==> src/pinx_pkg.sv <==
package pinx_pkg;

   // --------------------
   // Register byte offsets
   // --------------------
   localparam logic [7:0] OFS_CMD      = 8'h00;
   localparam logic [7:0] OFS_MODE     = 8'h04;
   localparam logic [7:0] OFS_PORT_IDX = 8'h08;
   localparam logic [7:0] OFS_ACC      = 8'h0c;
   localparam logic [7:0] OFS_DEST_IDX = 8'h10;
   localparam logic [7:0] OFS_COUNT    = 8'h14;
   localparam logic [7:0] OFS_ES_BASE  = 8'h18;
   localparam logic [7:0] OFS_ES_LIMIT = 8'h1c;
   localparam logic [7:0] OFS_STATUS   = 8'h20;
   localparam logic [7:0] OFS_INT_STAT = 8'h24;
   localparam logic [7:0] OFS_INT_MASK = 8'h28;

   // --------------------
   // Field positions
   // --------------------
   localparam int CMD_START    = 0;
   localparam int CMD_OPSIZE32 = 1;
   localparam int CMD_REP      = 2;
   localparam int CMD_OPC_LSB  = 8;
   localparam int CMD_IMM_LSB  = 16;
   localparam int MODE_PE      = 0;
   localparam int MODE_VM      = 1;
   localparam int MODE_DF      = 2;
   localparam int MODE_AC      = 3;
   localparam int MODE_CPL_LSB = 4;
   localparam int MODE_IO_PRIVILEGE_LEVEL_LSB = 6;
   localparam int MODE_ES_WR   = 8;
   localparam int STAT_BUSY    = 0;
   localparam int STAT_FLT_LSB = 1;
   localparam int INT_DONE     = 0;
   localparam int INT_FAULT    = 1;

   // --------------------
   // Reset values and user privilege level
   // --------------------
   localparam logic [8:0]  MODE_RST     = 9'h000;
   localparam logic [31:0] ES_LIMIT_RST = 32'h0000_ffff;
   localparam logic [1:0]  INT_MASK_RST = 2'h0;
   localparam logic [1:0]  PRIV_USER    = 2'h3;

   // --------------------
   // Opcodes
   // --------------------
   localparam logic [7:0] OPC_IN_IMM_B = 8'he4;
   localparam logic [7:0] OPC_IN_IMM_V = 8'he5;
   localparam logic [7:0] OPC_IN_IDX_B = 8'hec;
   localparam logic [7:0] OPC_IN_IDX_V = 8'hed;
   localparam logic [7:0] OPC_INS_B    = 8'h6c;
   localparam logic [7:0] OPC_INS_V    = 8'h6d;

   typedef enum logic [2:0] {
      FLT_NONE  = 3'b000,
      FLT_GP    = 3'b001,
      FLT_PF    = 3'b010,
      FLT_AC    = 3'b011,
      FLT_SS    = 3'b100,
      FLT_UD    = 3'b101
   } pinx_fault_t;

   typedef enum logic [2:0] {
      ST_IDLE   = 3'b000,
      ST_CHECK  = 3'b001,
      ST_IO     = 3'b010,
      ST_MEM    = 3'b011,
      ST_STEP   = 3'b100
   } pinx_state_t;

   // I/O space read request
   typedef struct packed {
      logic [15:0] addr;
      logic [2:0]  bytes;
   } pinx_io_req_t;

   // Memory write request
   typedef struct packed {
      logic [31:0] addr;
      logic [31:0] wdata;
      logic [2:0]  bytes;
   } pinx_mem_req_t;

endpackage : pinx_pkg

==> src/pinx_core.sv <==
module pinx_core (
   // Clock and reset
   input  wire logic                    clock_i,
   input  wire logic                    resetn_i,
   // APB slave
   input  wire logic                    psel_i,
   input  wire logic                    penable_i,
   input  wire logic                    pwrite_i,
   input  wire logic [7:0]              paddr_i,
   input  wire logic [31:0]             pwdata_i,
   output logic [31:0]                  prdata_o,
   output logic                         pready_o,
   output logic                         pslverr_o,
   // Interrupt
   output logic                         irq_o,
   // Permission bitmap, same cycle
   output logic [15:0]                  perm_port_o,
   output logic [2:0]                   perm_bytes_o,
   input  wire logic                    perm_deny_i,
   // I/O space read
   output logic                         io_req_o,
   output pinx_pkg::pinx_io_req_t       io_cmd_o,
   input  wire logic                    io_ack_i,
   input  wire logic [31:0]             io_rdata_i,
   // Memory write
   output logic                         mem_req_o,
   output pinx_pkg::pinx_mem_req_t      mem_cmd_o,
   input  wire logic                    mem_ack_i,
   input  wire logic                    mem_page_miss_i
);

   // --------------------
   // State
   // --------------------
   pinx_pkg::pinx_state_t state_q;
   pinx_pkg::pinx_state_t state_d;
   pinx_pkg::pinx_fault_t fault_q;
   pinx_pkg::pinx_fault_t fault_d;
   logic [7:0]            opc_q;
   logic [7:0]            imm_q;
   logic                  opsize32_q;
   logic                  rep_q;
   logic [8:0]            mode_q;
   logic [15:0]           port_idx_q;
   logic [31:0]           acc_q;
   logic [31:0]           dest_idx_q;
   logic [31:0]           count_q;
   logic [31:0]           es_base_q;
   logic [31:0]           es_limit_q;
   logic [1:0]            int_stat_q;
   logic [1:0]            int_mask_q;
   logic [31:0]           prdata_q;
   logic [31:0]           io_data_q;

   // --------------------
   // Bus decode
   // --------------------
   wire        bus_setup   = psel_i & ~penable_i;
   wire        bus_access  = psel_i & penable_i;
   wire        bus_wr      = bus_access & pwrite_i;
   wire        hit_cmd     = (paddr_i == pinx_pkg::OFS_CMD);
   wire        hit_mode    = (paddr_i == pinx_pkg::OFS_MODE);
   wire        hit_port    = (paddr_i == pinx_pkg::OFS_PORT_IDX);
   wire        hit_acc     = (paddr_i == pinx_pkg::OFS_ACC);
   wire        hit_dest    = (paddr_i == pinx_pkg::OFS_DEST_IDX);
   wire        hit_count   = (paddr_i == pinx_pkg::OFS_COUNT);
   wire        hit_base    = (paddr_i == pinx_pkg::OFS_ES_BASE);
   wire        hit_limit   = (paddr_i == pinx_pkg::OFS_ES_LIMIT);
   wire        hit_status  = (paddr_i == pinx_pkg::OFS_STATUS);
   wire        hit_istat   = (paddr_i == pinx_pkg::OFS_INT_STAT);
   wire        hit_imask   = (paddr_i == pinx_pkg::OFS_INT_MASK);
   wire        hit_any     = hit_cmd | hit_mode | hit_port | hit_acc | hit_dest | hit_count
                             | hit_base | hit_limit | hit_status | hit_istat | hit_imask;
   wire        idle        = (state_q == pinx_pkg::ST_IDLE);
   // Register writes ignored while busy, except interrupt status and mask
   wire        sw_wr       = bus_wr & idle;
   wire        start       = sw_wr & hit_cmd & pwdata_i[pinx_pkg::CMD_START];

   assign pready_o  = bus_access;
   assign pslverr_o = bus_access & ~hit_any;
   assign prdata_o  = prdata_q;

   logic [31:0] rd_mux;
   always_comb begin
      rd_mux = 32'h0000_0000;
      if (hit_cmd) begin
         rd_mux = {8'h00, imm_q, opc_q, 5'h00, rep_q, opsize32_q, 1'b0};
      end else if (hit_mode) begin
         rd_mux = {23'h000000, mode_q};
      end else if (hit_port) begin
         rd_mux = {16'h0000, port_idx_q};
      end else if (hit_acc) begin
         rd_mux = acc_q;
      end else if (hit_dest) begin
         rd_mux = dest_idx_q;
      end else if (hit_count) begin
         rd_mux = count_q;
      end else if (hit_base) begin
         rd_mux = es_base_q;
      end else if (hit_limit) begin
         rd_mux = es_limit_q;
      end else if (hit_status) begin
         rd_mux = {28'h0000000, fault_q, ~idle};
      end else if (hit_istat) begin
         rd_mux = {30'h00000000, int_stat_q};
      end else if (hit_imask) begin
         rd_mux = {30'h00000000, int_mask_q};
      end
   end

   // --------------------
   // Instruction decode
   // --------------------
   wire        pe       = mode_q[pinx_pkg::MODE_PE];
   wire        vm       = mode_q[pinx_pkg::MODE_VM];
   wire        df       = mode_q[pinx_pkg::MODE_DF];
   wire        ac_en    = mode_q[pinx_pkg::MODE_AC];
   wire        es_wr_ok = mode_q[pinx_pkg::MODE_ES_WR];
   wire [1:0]  current_privilege      = mode_q[pinx_pkg::MODE_CPL_LSB +: 2];
   wire [1:0]  io_privilege_level     = mode_q[pinx_pkg::MODE_IO_PRIVILEGE_LEVEL_LSB +: 2];

   wire        op_imm   = (opc_q == pinx_pkg::OPC_IN_IMM_B) | (opc_q == pinx_pkg::OPC_IN_IMM_V);
   wire        op_idx   = (opc_q == pinx_pkg::OPC_IN_IDX_B) | (opc_q == pinx_pkg::OPC_IN_IDX_V);
   wire        op_str   = (opc_q == pinx_pkg::OPC_INS_B) | (opc_q == pinx_pkg::OPC_INS_V);
   wire        op_valid = op_imm | op_idx | op_str;
   wire        op_byte  = (opc_q == pinx_pkg::OPC_IN_IMM_B) | (opc_q == pinx_pkg::OPC_IN_IDX_B)
                          | (opc_q == pinx_pkg::OPC_INS_B);

   // Byte opcodes fix the size
   wire [2:0]  xfer_bytes = op_byte ? 3'h1 : (opsize32_q ? 3'h4 : 3'h2);

   // Immediate ports stay below 256
   wire [15:0] port_addr  = op_imm ? {8'h00, imm_q} : port_idx_q;

   // --------------------
   // Fault checks
   // --------------------
   // Bitmap in virtual mode, or when privilege is not enough
   wire        need_perm  = pe & (vm | (current_privilege > io_privilege_level));
   wire        perm_fault = need_perm & perm_deny_i;

   // 16-bit size wraps in the low index
   wire [31:0] dest_ofs   = opsize32_q ? dest_idx_q : {16'h0000, dest_idx_q[15:0]};
   wire [32:0] dest_end   = {1'b0, dest_ofs} + {30'h00000000, xfer_bytes} - 33'h000000001;
   wire        lim_fault  = (dest_end > {1'b0, es_limit_q});
   wire        wr_fault   = pe & ~vm & ~es_wr_ok;
   wire        unaligned  = (xfer_bytes == 3'h2) ? dest_ofs[0]
                            : ((xfer_bytes == 3'h4) ? (dest_ofs[1:0] != 2'h0) : 1'b0);
   // Alignment checks only at user level or in virtual mode
   wire        ac_fault   = ac_en & pe & (vm | (current_privilege == pinx_pkg::PRIV_USER)) & unaligned;
   // Destination never on the stack, so no stack fault
   wire        seg_fault  = op_str & (lim_fault | wr_fault);

   // No segment override
   wire [31:0] mem_addr   = es_base_q + dest_ofs;

   // Step 1, 2 or 4
   wire [31:0] step       = {29'h00000000, xfer_bytes};
   wire [31:0] idx_next   = df ? (dest_idx_q - step) : (dest_idx_q + step);
   wire [31:0] idx_upd    = opsize32_q ? idx_next : {dest_idx_q[31:16], idx_next[15:0]};
   wire [31:0] count_dec  = count_q - 32'h0000_0001;
   wire        more       = rep_q & (count_dec != 32'h0000_0000);

   // Bits above the port width kept
   logic [31:0] acc_merge;
   always_comb begin
      acc_merge = acc_q;
      if (xfer_bytes == 3'h1) begin
         acc_merge[7:0] = io_rdata_i[7:0];
      end else if (xfer_bytes == 3'h2) begin
         acc_merge[15:0] = io_rdata_i[15:0];
      end else begin
         acc_merge = io_rdata_i;
      end
   end

   // --------------------
   // Sequencer
   // --------------------
   always_comb begin
      state_d = state_q;
      fault_d = fault_q;
      case (state_q)
         pinx_pkg::ST_IDLE: begin
            if (start) begin
               state_d = pinx_pkg::ST_CHECK;
               fault_d = pinx_pkg::FLT_NONE;
            end
         end
         pinx_pkg::ST_CHECK: begin
            if (!op_valid) begin
               state_d = pinx_pkg::ST_IDLE;
               fault_d = pinx_pkg::FLT_UD;
            end else if (op_str && rep_q && count_q == 32'h0000_0000) begin
               state_d = pinx_pkg::ST_IDLE;
            end else if (perm_fault) begin
               state_d = pinx_pkg::ST_IDLE;
               fault_d = pinx_pkg::FLT_GP;
            end else if (seg_fault) begin
               state_d = pinx_pkg::ST_IDLE;
               fault_d = pinx_pkg::FLT_GP;
            end else if (op_str && ac_fault) begin
               state_d = pinx_pkg::ST_IDLE;
               fault_d = pinx_pkg::FLT_AC;
            end else begin
               state_d = pinx_pkg::ST_IO;
            end
         end
         pinx_pkg::ST_IO: begin
            if (io_ack_i) begin
               state_d = op_str ? pinx_pkg::ST_MEM : pinx_pkg::ST_IDLE;
            end
         end
         pinx_pkg::ST_MEM: begin
            if (mem_ack_i) begin
               if (mem_page_miss_i) begin
                  state_d = pinx_pkg::ST_IDLE;
                  fault_d = pinx_pkg::FLT_PF;
               end else begin
                  state_d = pinx_pkg::ST_STEP;
               end
            end
         end
         pinx_pkg::ST_STEP: begin
            state_d = more ? pinx_pkg::ST_CHECK : pinx_pkg::ST_IDLE;
         end
         default: begin
            state_d = pinx_pkg::ST_IDLE;
         end
      endcase
   end

   wire finish    = ~idle & (state_d == pinx_pkg::ST_IDLE);
   wire fault_evt = finish & (fault_d != pinx_pkg::FLT_NONE);
   wire [1:0] evt = {fault_evt, finish & ~fault_evt};
   wire [1:0] clr = (bus_wr & hit_istat) ? pwdata_i[1:0] : 2'h0;

   // --------------------
   // Outward requests
   // --------------------
   assign perm_port_o     = port_addr;
   assign perm_bytes_o    = xfer_bytes;
   assign io_req_o        = (state_q == pinx_pkg::ST_IO);
   assign io_cmd_o.addr   = port_addr;
   assign io_cmd_o.bytes  = xfer_bytes;
   assign mem_req_o       = (state_q == pinx_pkg::ST_MEM);
   assign mem_cmd_o.addr  = mem_addr;
   assign mem_cmd_o.wdata = io_data_q;
   assign mem_cmd_o.bytes = xfer_bytes;
   assign irq_o           = |(int_stat_q & int_mask_q);

   // --------------------
   // Registers
   // --------------------
   always_ff @(posedge clock_i or negedge resetn_i) begin
      if (!resetn_i) begin
         state_q    <= pinx_pkg::ST_IDLE;
         fault_q    <= pinx_pkg::FLT_NONE;
         prdata_q   <= 32'h0000_0000;
         int_stat_q <= 2'h0;
         int_mask_q <= pinx_pkg::INT_MASK_RST;
      end else begin
         state_q    <= state_d;
         fault_q    <= fault_d;
         if (bus_setup) begin
            prdata_q <= rd_mux;
         end
         // Set wins over a same-cycle clear
         int_stat_q <= (int_stat_q & ~clr) | evt;
         if (bus_wr && hit_imask) begin
            int_mask_q <= pwdata_i[1:0];
         end
      end
   end

   always_ff @(posedge clock_i or negedge resetn_i) begin
      if (!resetn_i) begin
         opc_q      <= 8'h00;
         imm_q      <= 8'h00;
         opsize32_q <= 1'b0;
         rep_q      <= 1'b0;
         mode_q     <= pinx_pkg::MODE_RST;
         port_idx_q <= 16'h0000;
         es_base_q  <= 32'h0000_0000;
         es_limit_q <= pinx_pkg::ES_LIMIT_RST;
      end else if (sw_wr) begin
         if (hit_cmd) begin
            opc_q      <= pwdata_i[pinx_pkg::CMD_OPC_LSB +: 8];
            imm_q      <= pwdata_i[pinx_pkg::CMD_IMM_LSB +: 8];
            opsize32_q <= pwdata_i[pinx_pkg::CMD_OPSIZE32];
            rep_q      <= pwdata_i[pinx_pkg::CMD_REP];
         end
         if (hit_mode) begin
            mode_q <= pwdata_i[8:0];
         end
         if (hit_port) begin
            port_idx_q <= pwdata_i[15:0];
         end
         if (hit_base) begin
            es_base_q <= pwdata_i;
         end
         if (hit_limit) begin
            es_limit_q <= pwdata_i;
         end
      end
   end

   // No flags here
   always_ff @(posedge clock_i or negedge resetn_i) begin
      if (!resetn_i) begin
         acc_q      <= 32'h0000_0000;
         dest_idx_q <= 32'h0000_0000;
         count_q    <= 32'h0000_0000;
         io_data_q  <= 32'h0000_0000;
      end else if (sw_wr) begin
         if (hit_acc) begin
            acc_q <= pwdata_i;
         end
         if (hit_dest) begin
            dest_idx_q <= pwdata_i;
         end
         if (hit_count) begin
            count_q <= pwdata_i;
         end
      end else if (state_q == pinx_pkg::ST_IO && io_ack_i) begin
         io_data_q <= io_rdata_i;
         if (!op_str) begin
            acc_q <= acc_merge;
         end
      end else if (state_q == pinx_pkg::ST_STEP) begin
         dest_idx_q <= idx_upd;
         if (rep_q) begin
            count_q <= count_dec;
         end
      end
   end

endmodule : pinx_core

==> config.mk <==
export PLATFORM = sky130hd
export DESIGN_NAME = pinx_core
export DESIGN_NICKNAME = d
export VERILOG_FILES = /design/src/pinx_pkg.sv /design/src/pinx_core.sv
export SDC_FILE = /design/constraint.sdc
export NUM_CORES = 1
export LEC_CHECK = 0
export BUFFER_PORTS_ARGS = -buffer_cell sky130_fd_sc_hd__buf_2
export CAP_MARGIN = 20
export CORE_MARGIN = 2
export CORE_UTILIZATION = 60
export CTS_CLUSTER_SIZE = 14
export DETAILED_ROUTE_END_ITERATION = 8
export GPL_TIMING_DRIVEN = 0
export PLACE_DENSITY_LB_ADDON = 0.05
export SLEW_MARGIN = 20
export SYNTH_ARGS = -nofsm -noshare
export SYNTH_HDL_FRONTEND = slang
export SYNTH_SLANG_ARGS = --single-unit
==> constraint.sdc <==
create_clock -name clock_i -period 11.5 [get_ports clock_i]
set_input_delay 2.3 -clock clock_i [delete_from_list [all_inputs] [get_ports clock_i]]
set_output_delay 2.3 -clock clock_i [all_outputs]
set_load 0.01 [all_outputs]
==> summary.md <==
| Metric | Value |
|---|---|
| Cts hold-fix bufs | 0 |
| Max VDD drop | 0.0001199 V |
| Via/cell ratio | 6.655 |
| Layout area overhead | 14.93% |
| RSZ-0062 raised after global routing | false |
| Row count | 66 |
| Final #Nets | 2723 |
| Top delay family on crit path | compound AO/OA/AOI/OAI gates |
| CP startpoint kind | register |
| Fin. max-slew vios | 0 |
| Maximum clock path buffer count | 3 |
| Post-layout util | 69.49% |
| Die width | 184.6 µm |
| Placed Instances | 2917 |
| CP max stage delay | 0.71 ns |
| Pint | 1796 µW |
| Initial drt markers | 2153 |
| Power Density | 107.7 nW/µm² |
| Sw Share | 25.88% |
| Clk pin slew, worst setup/hold paths | 0.07 ns |
| CTS Root Cell | clkbuf_16 |
| Mapped Area | 19570 µm² |
| Worst Tran Pin Value | 1.242 ns |
| H-Tree Level Count | 1 |
| Fillers | 2657 |
| Crit Path Max Fanout | 7 |
| Largest net degree at the start of global routing | 95 |
| DIE AREA | 34080 µm² |
| Worst Setup End Kind | register |
| Hold Crit Class | reg -> reg |
| Minimum clock period | 8.318 ns |
| Layout cells sized above 1 | 18.61% |
| Slew headroom | 17.19% |
| Post-Layout Cell Count | 2975 |
| Net Sw Power | 627.4 µW |
| First-pass GRT wire length | 111400 µm |
| Crit path max-delay cell type | nor2_1 |
| Synthesized Nets | 2467 |
| Final Cell Area | 22500 µm² |
| Part of the Yosys area used for sequential elements | 35.52% |
| Clk Latency, worst-skew pair | 0.58 ns |
| Post-synth cell types | 83 |
| Yosys reg bits | 277 |
| Io pins | 223 |
| Via count | 19798 |
| Core Area | 32370 µm² |
| Avg Cell Area, Syn | 8.696 µm² |
| EDFF count, synth | 0 |
| Leak | 0.01129 µW |
| Drt drc | 0 |
| Main synth FF type | dfrtp_1 |
| CTS tree | built |
| Reg power frac | 41.3% |
| Clock Power Share | 47.4% |
| Total global routing overflow | 0 |
| Total GRT Usage | 43.82% |
| Final TNS setup | 0 ns |
| Hpwl dp | 60280 µm |
| Yosys warning total | 0 |
| Pre-antenna DRT Iters | 6 |
| Placed Area | 21330 µm² |
| Final cycle utilization of the critical path | 72.33% |
| Final setup vio count | 0 |
| Required @ worst endpoint | 11.98 ns |
| Worst hold slack | 0.4702 ns |
| Clock sink count | 277 |
| FMAX | 0.1202 GHz |
| GP Congestion | 1.068 |
| Post-CTS Setup Repair Bufs | 0 |
| Die Y | 184.6 µm |
| Max-cap violations | 0 |
| Gate Count Post-Synth | 2251 |
| Crit path buf inv count | 2 |
| Skew final | 0.03243 ns |
| Final ANT Viol Nets | 0 |
| Status | finished clean |
| FFs w/ async S/R, synth | 100.0% |
| Final Hold Vio Count | 0 |
| Initial core utilization | 60.47% |
| CTS buffer count | 30 |
| Worst setup path class | reg -> reg |
| Number of global-route vias before repair | 18640 |
| Initial antenna violation count | 2 |
| Routed wire length | 75920 µm |
| Post-cts gate resize count | 0 |
| CP Data Arrival Time | 8.79 ns |
| Logic pwr share | 11.3% |
| WL/cell | 25.52 µm |
| Port Buffers | 221 |
stage by stage:
stage / setup WS [ns] / power, µW
floorplan: 5.539 / 1160
global placement: 3.122 / 1271
detailed placement: 3.492 / 1281
CTS: 3.451 / 2409
global route: 2.814 / 2480
finish: 3.182 / 2424
cell families (layout without fill, tap and decap cells):
group	count (synthesis)	after routing	synth area share [%]
and+or+nand+nor	711	711	17.16
AOI/OAI and AO/OA	678	678	22.67
DFF	277	277	35.52
buffers and inverters	250	530	5.325
adders and majority gates	135	135	8.745
muxes	130	130	7.453
xor gates and xnor gates	70	70	3.132
other	0	2	0
flip-flops by register name, indices dropped and copies added (netlist names), 2 cells and up:
register    count
es_limit_q     32
int_stat_q      2
prdata_o       32
imm_q           8
port_idx_q     16
es_base_q      32
mode_q          9
dest_idx_q     32
opc_q           8
io_data_q      32
fault_q         3
int_mask_q      2
count_q        32
state_q         3
acc_q          32
power groups by stage:
stage          clock network (µW)  logic [µW]  registers (µW)
5_1_grt                      1180         297            1000
4_1_cts                      1140         266            1000
2_1_floorplan                   0         149            1010
3_3_place_gp                    0         253            1020
6_report                     1150         274            1000
3_5_place_dp                    0         264            1020
worst min-delay path, stage by stage, from the launching register on:
cell	delay, ns
dfrtp_1	0.34
nand2_1	0.05
nand2_1	0.05
layout by cell type, fill, tap and decap left out, drive strengths merged, types with 20 or more instances in the layout:
cell,instances
xnor2,47
clkbuf,126
buf,269
nand2,300
xor2,23
nor2,151
dfrtp,261
a31oi,54
ha,132
or3,20
o21a,34
o21ai,133
nor3,47
nor2b,23
nand4,22
o22ai,33
a21o,46
a221oi,35
mux2,126
a21oi,169
and2,23
nand3,38
inv,118
cells in the mapped netlist (all sizes together), types with 13 or more instances:
library cell	instances	area, µm²
nand2	300	1126
dfrtp	261	6531
a21oi	169	849.6
nor2	151	566.8
o21ai	133	665.6
ha	132	1652
mux2	126	1419
inv	117	439.2
clkbuf	88	330.3
a31oi	54	337.8
nor3	47	235.2
xnor2	47	411.6
a21o	46	345.3
buf	45	272.8
nand3	38	195.2
a221oi	35	306.5
o21a	34	255.2
o22ai	33	206.5
and2	23	143.9
nor2b	23	143.9
xor2	23	201.4
nand4	22	143.9
or3	20	125.1
a211oi	19	142.6
a22oi	19	142.6
nor4	17	157.7
dfstp	16	420.4
nand2b	16	100.1
a222oi	15	150.1
o31a	15	131.4
o31ai	15	112.6
o211ai	13	97.59
final cells by class:
class | instances | area [µm²] | share of cell area [%]
multi-input combinational | 1724 | 11580 | 51.48
sequential | 277 | 6953 | 30.91
timing repair buffer | 224 | 1199 | 5.328
clock buffer | 38 | 832.0 | 3.699
buffer | 133 | 603.1 | 2.681
tap | 442 | 553.0 | 2.458
inverter | 117 | 439.2 | 1.952
clock inverter | 18 | 331.6 | 1.474
antenna | 2 | 5.005 | 0.02225
worst paths after layout:
check | cells past startpoint | from | end | slack, ns
worst max-delay path | 28 | opc_q[1] | int_stat_q[1] | 3.18
worst min-delay path | 2 | io_data_q[13] | io_data_q[13] | 0.47
worst max register to register | 28 | opc_q[1] | int_stat_q[1] | 3.18
worst min register to register | 2 | io_data_q[13] | io_data_q[13] | 0.47
max in group asynchronous | 4 | resetn_i | prdata_o[26] | 8.34
min in group asynchronous | 1 | resetn_i | dest_idx_q[1] | 1.58
metal layers:
| metal | track usage [%] | wire (µm) | part of all wire (%) | up-vias |
|---|---|---|---|---|
| li1 | - | - | - | 8760 |
| met1 | 58.25 | 29720 | 39 | 9544 |
| met2 | 67.97 | 33210 | 44 | 1279 |
| met3 | 11.66 | 9339 | 12 | 215 |
| met4 | 18.22 | 3643 | 4.8 | 0 |
| met5 | 0 | 0 | 0 | - |
Power figures use the tool's default switching activity.
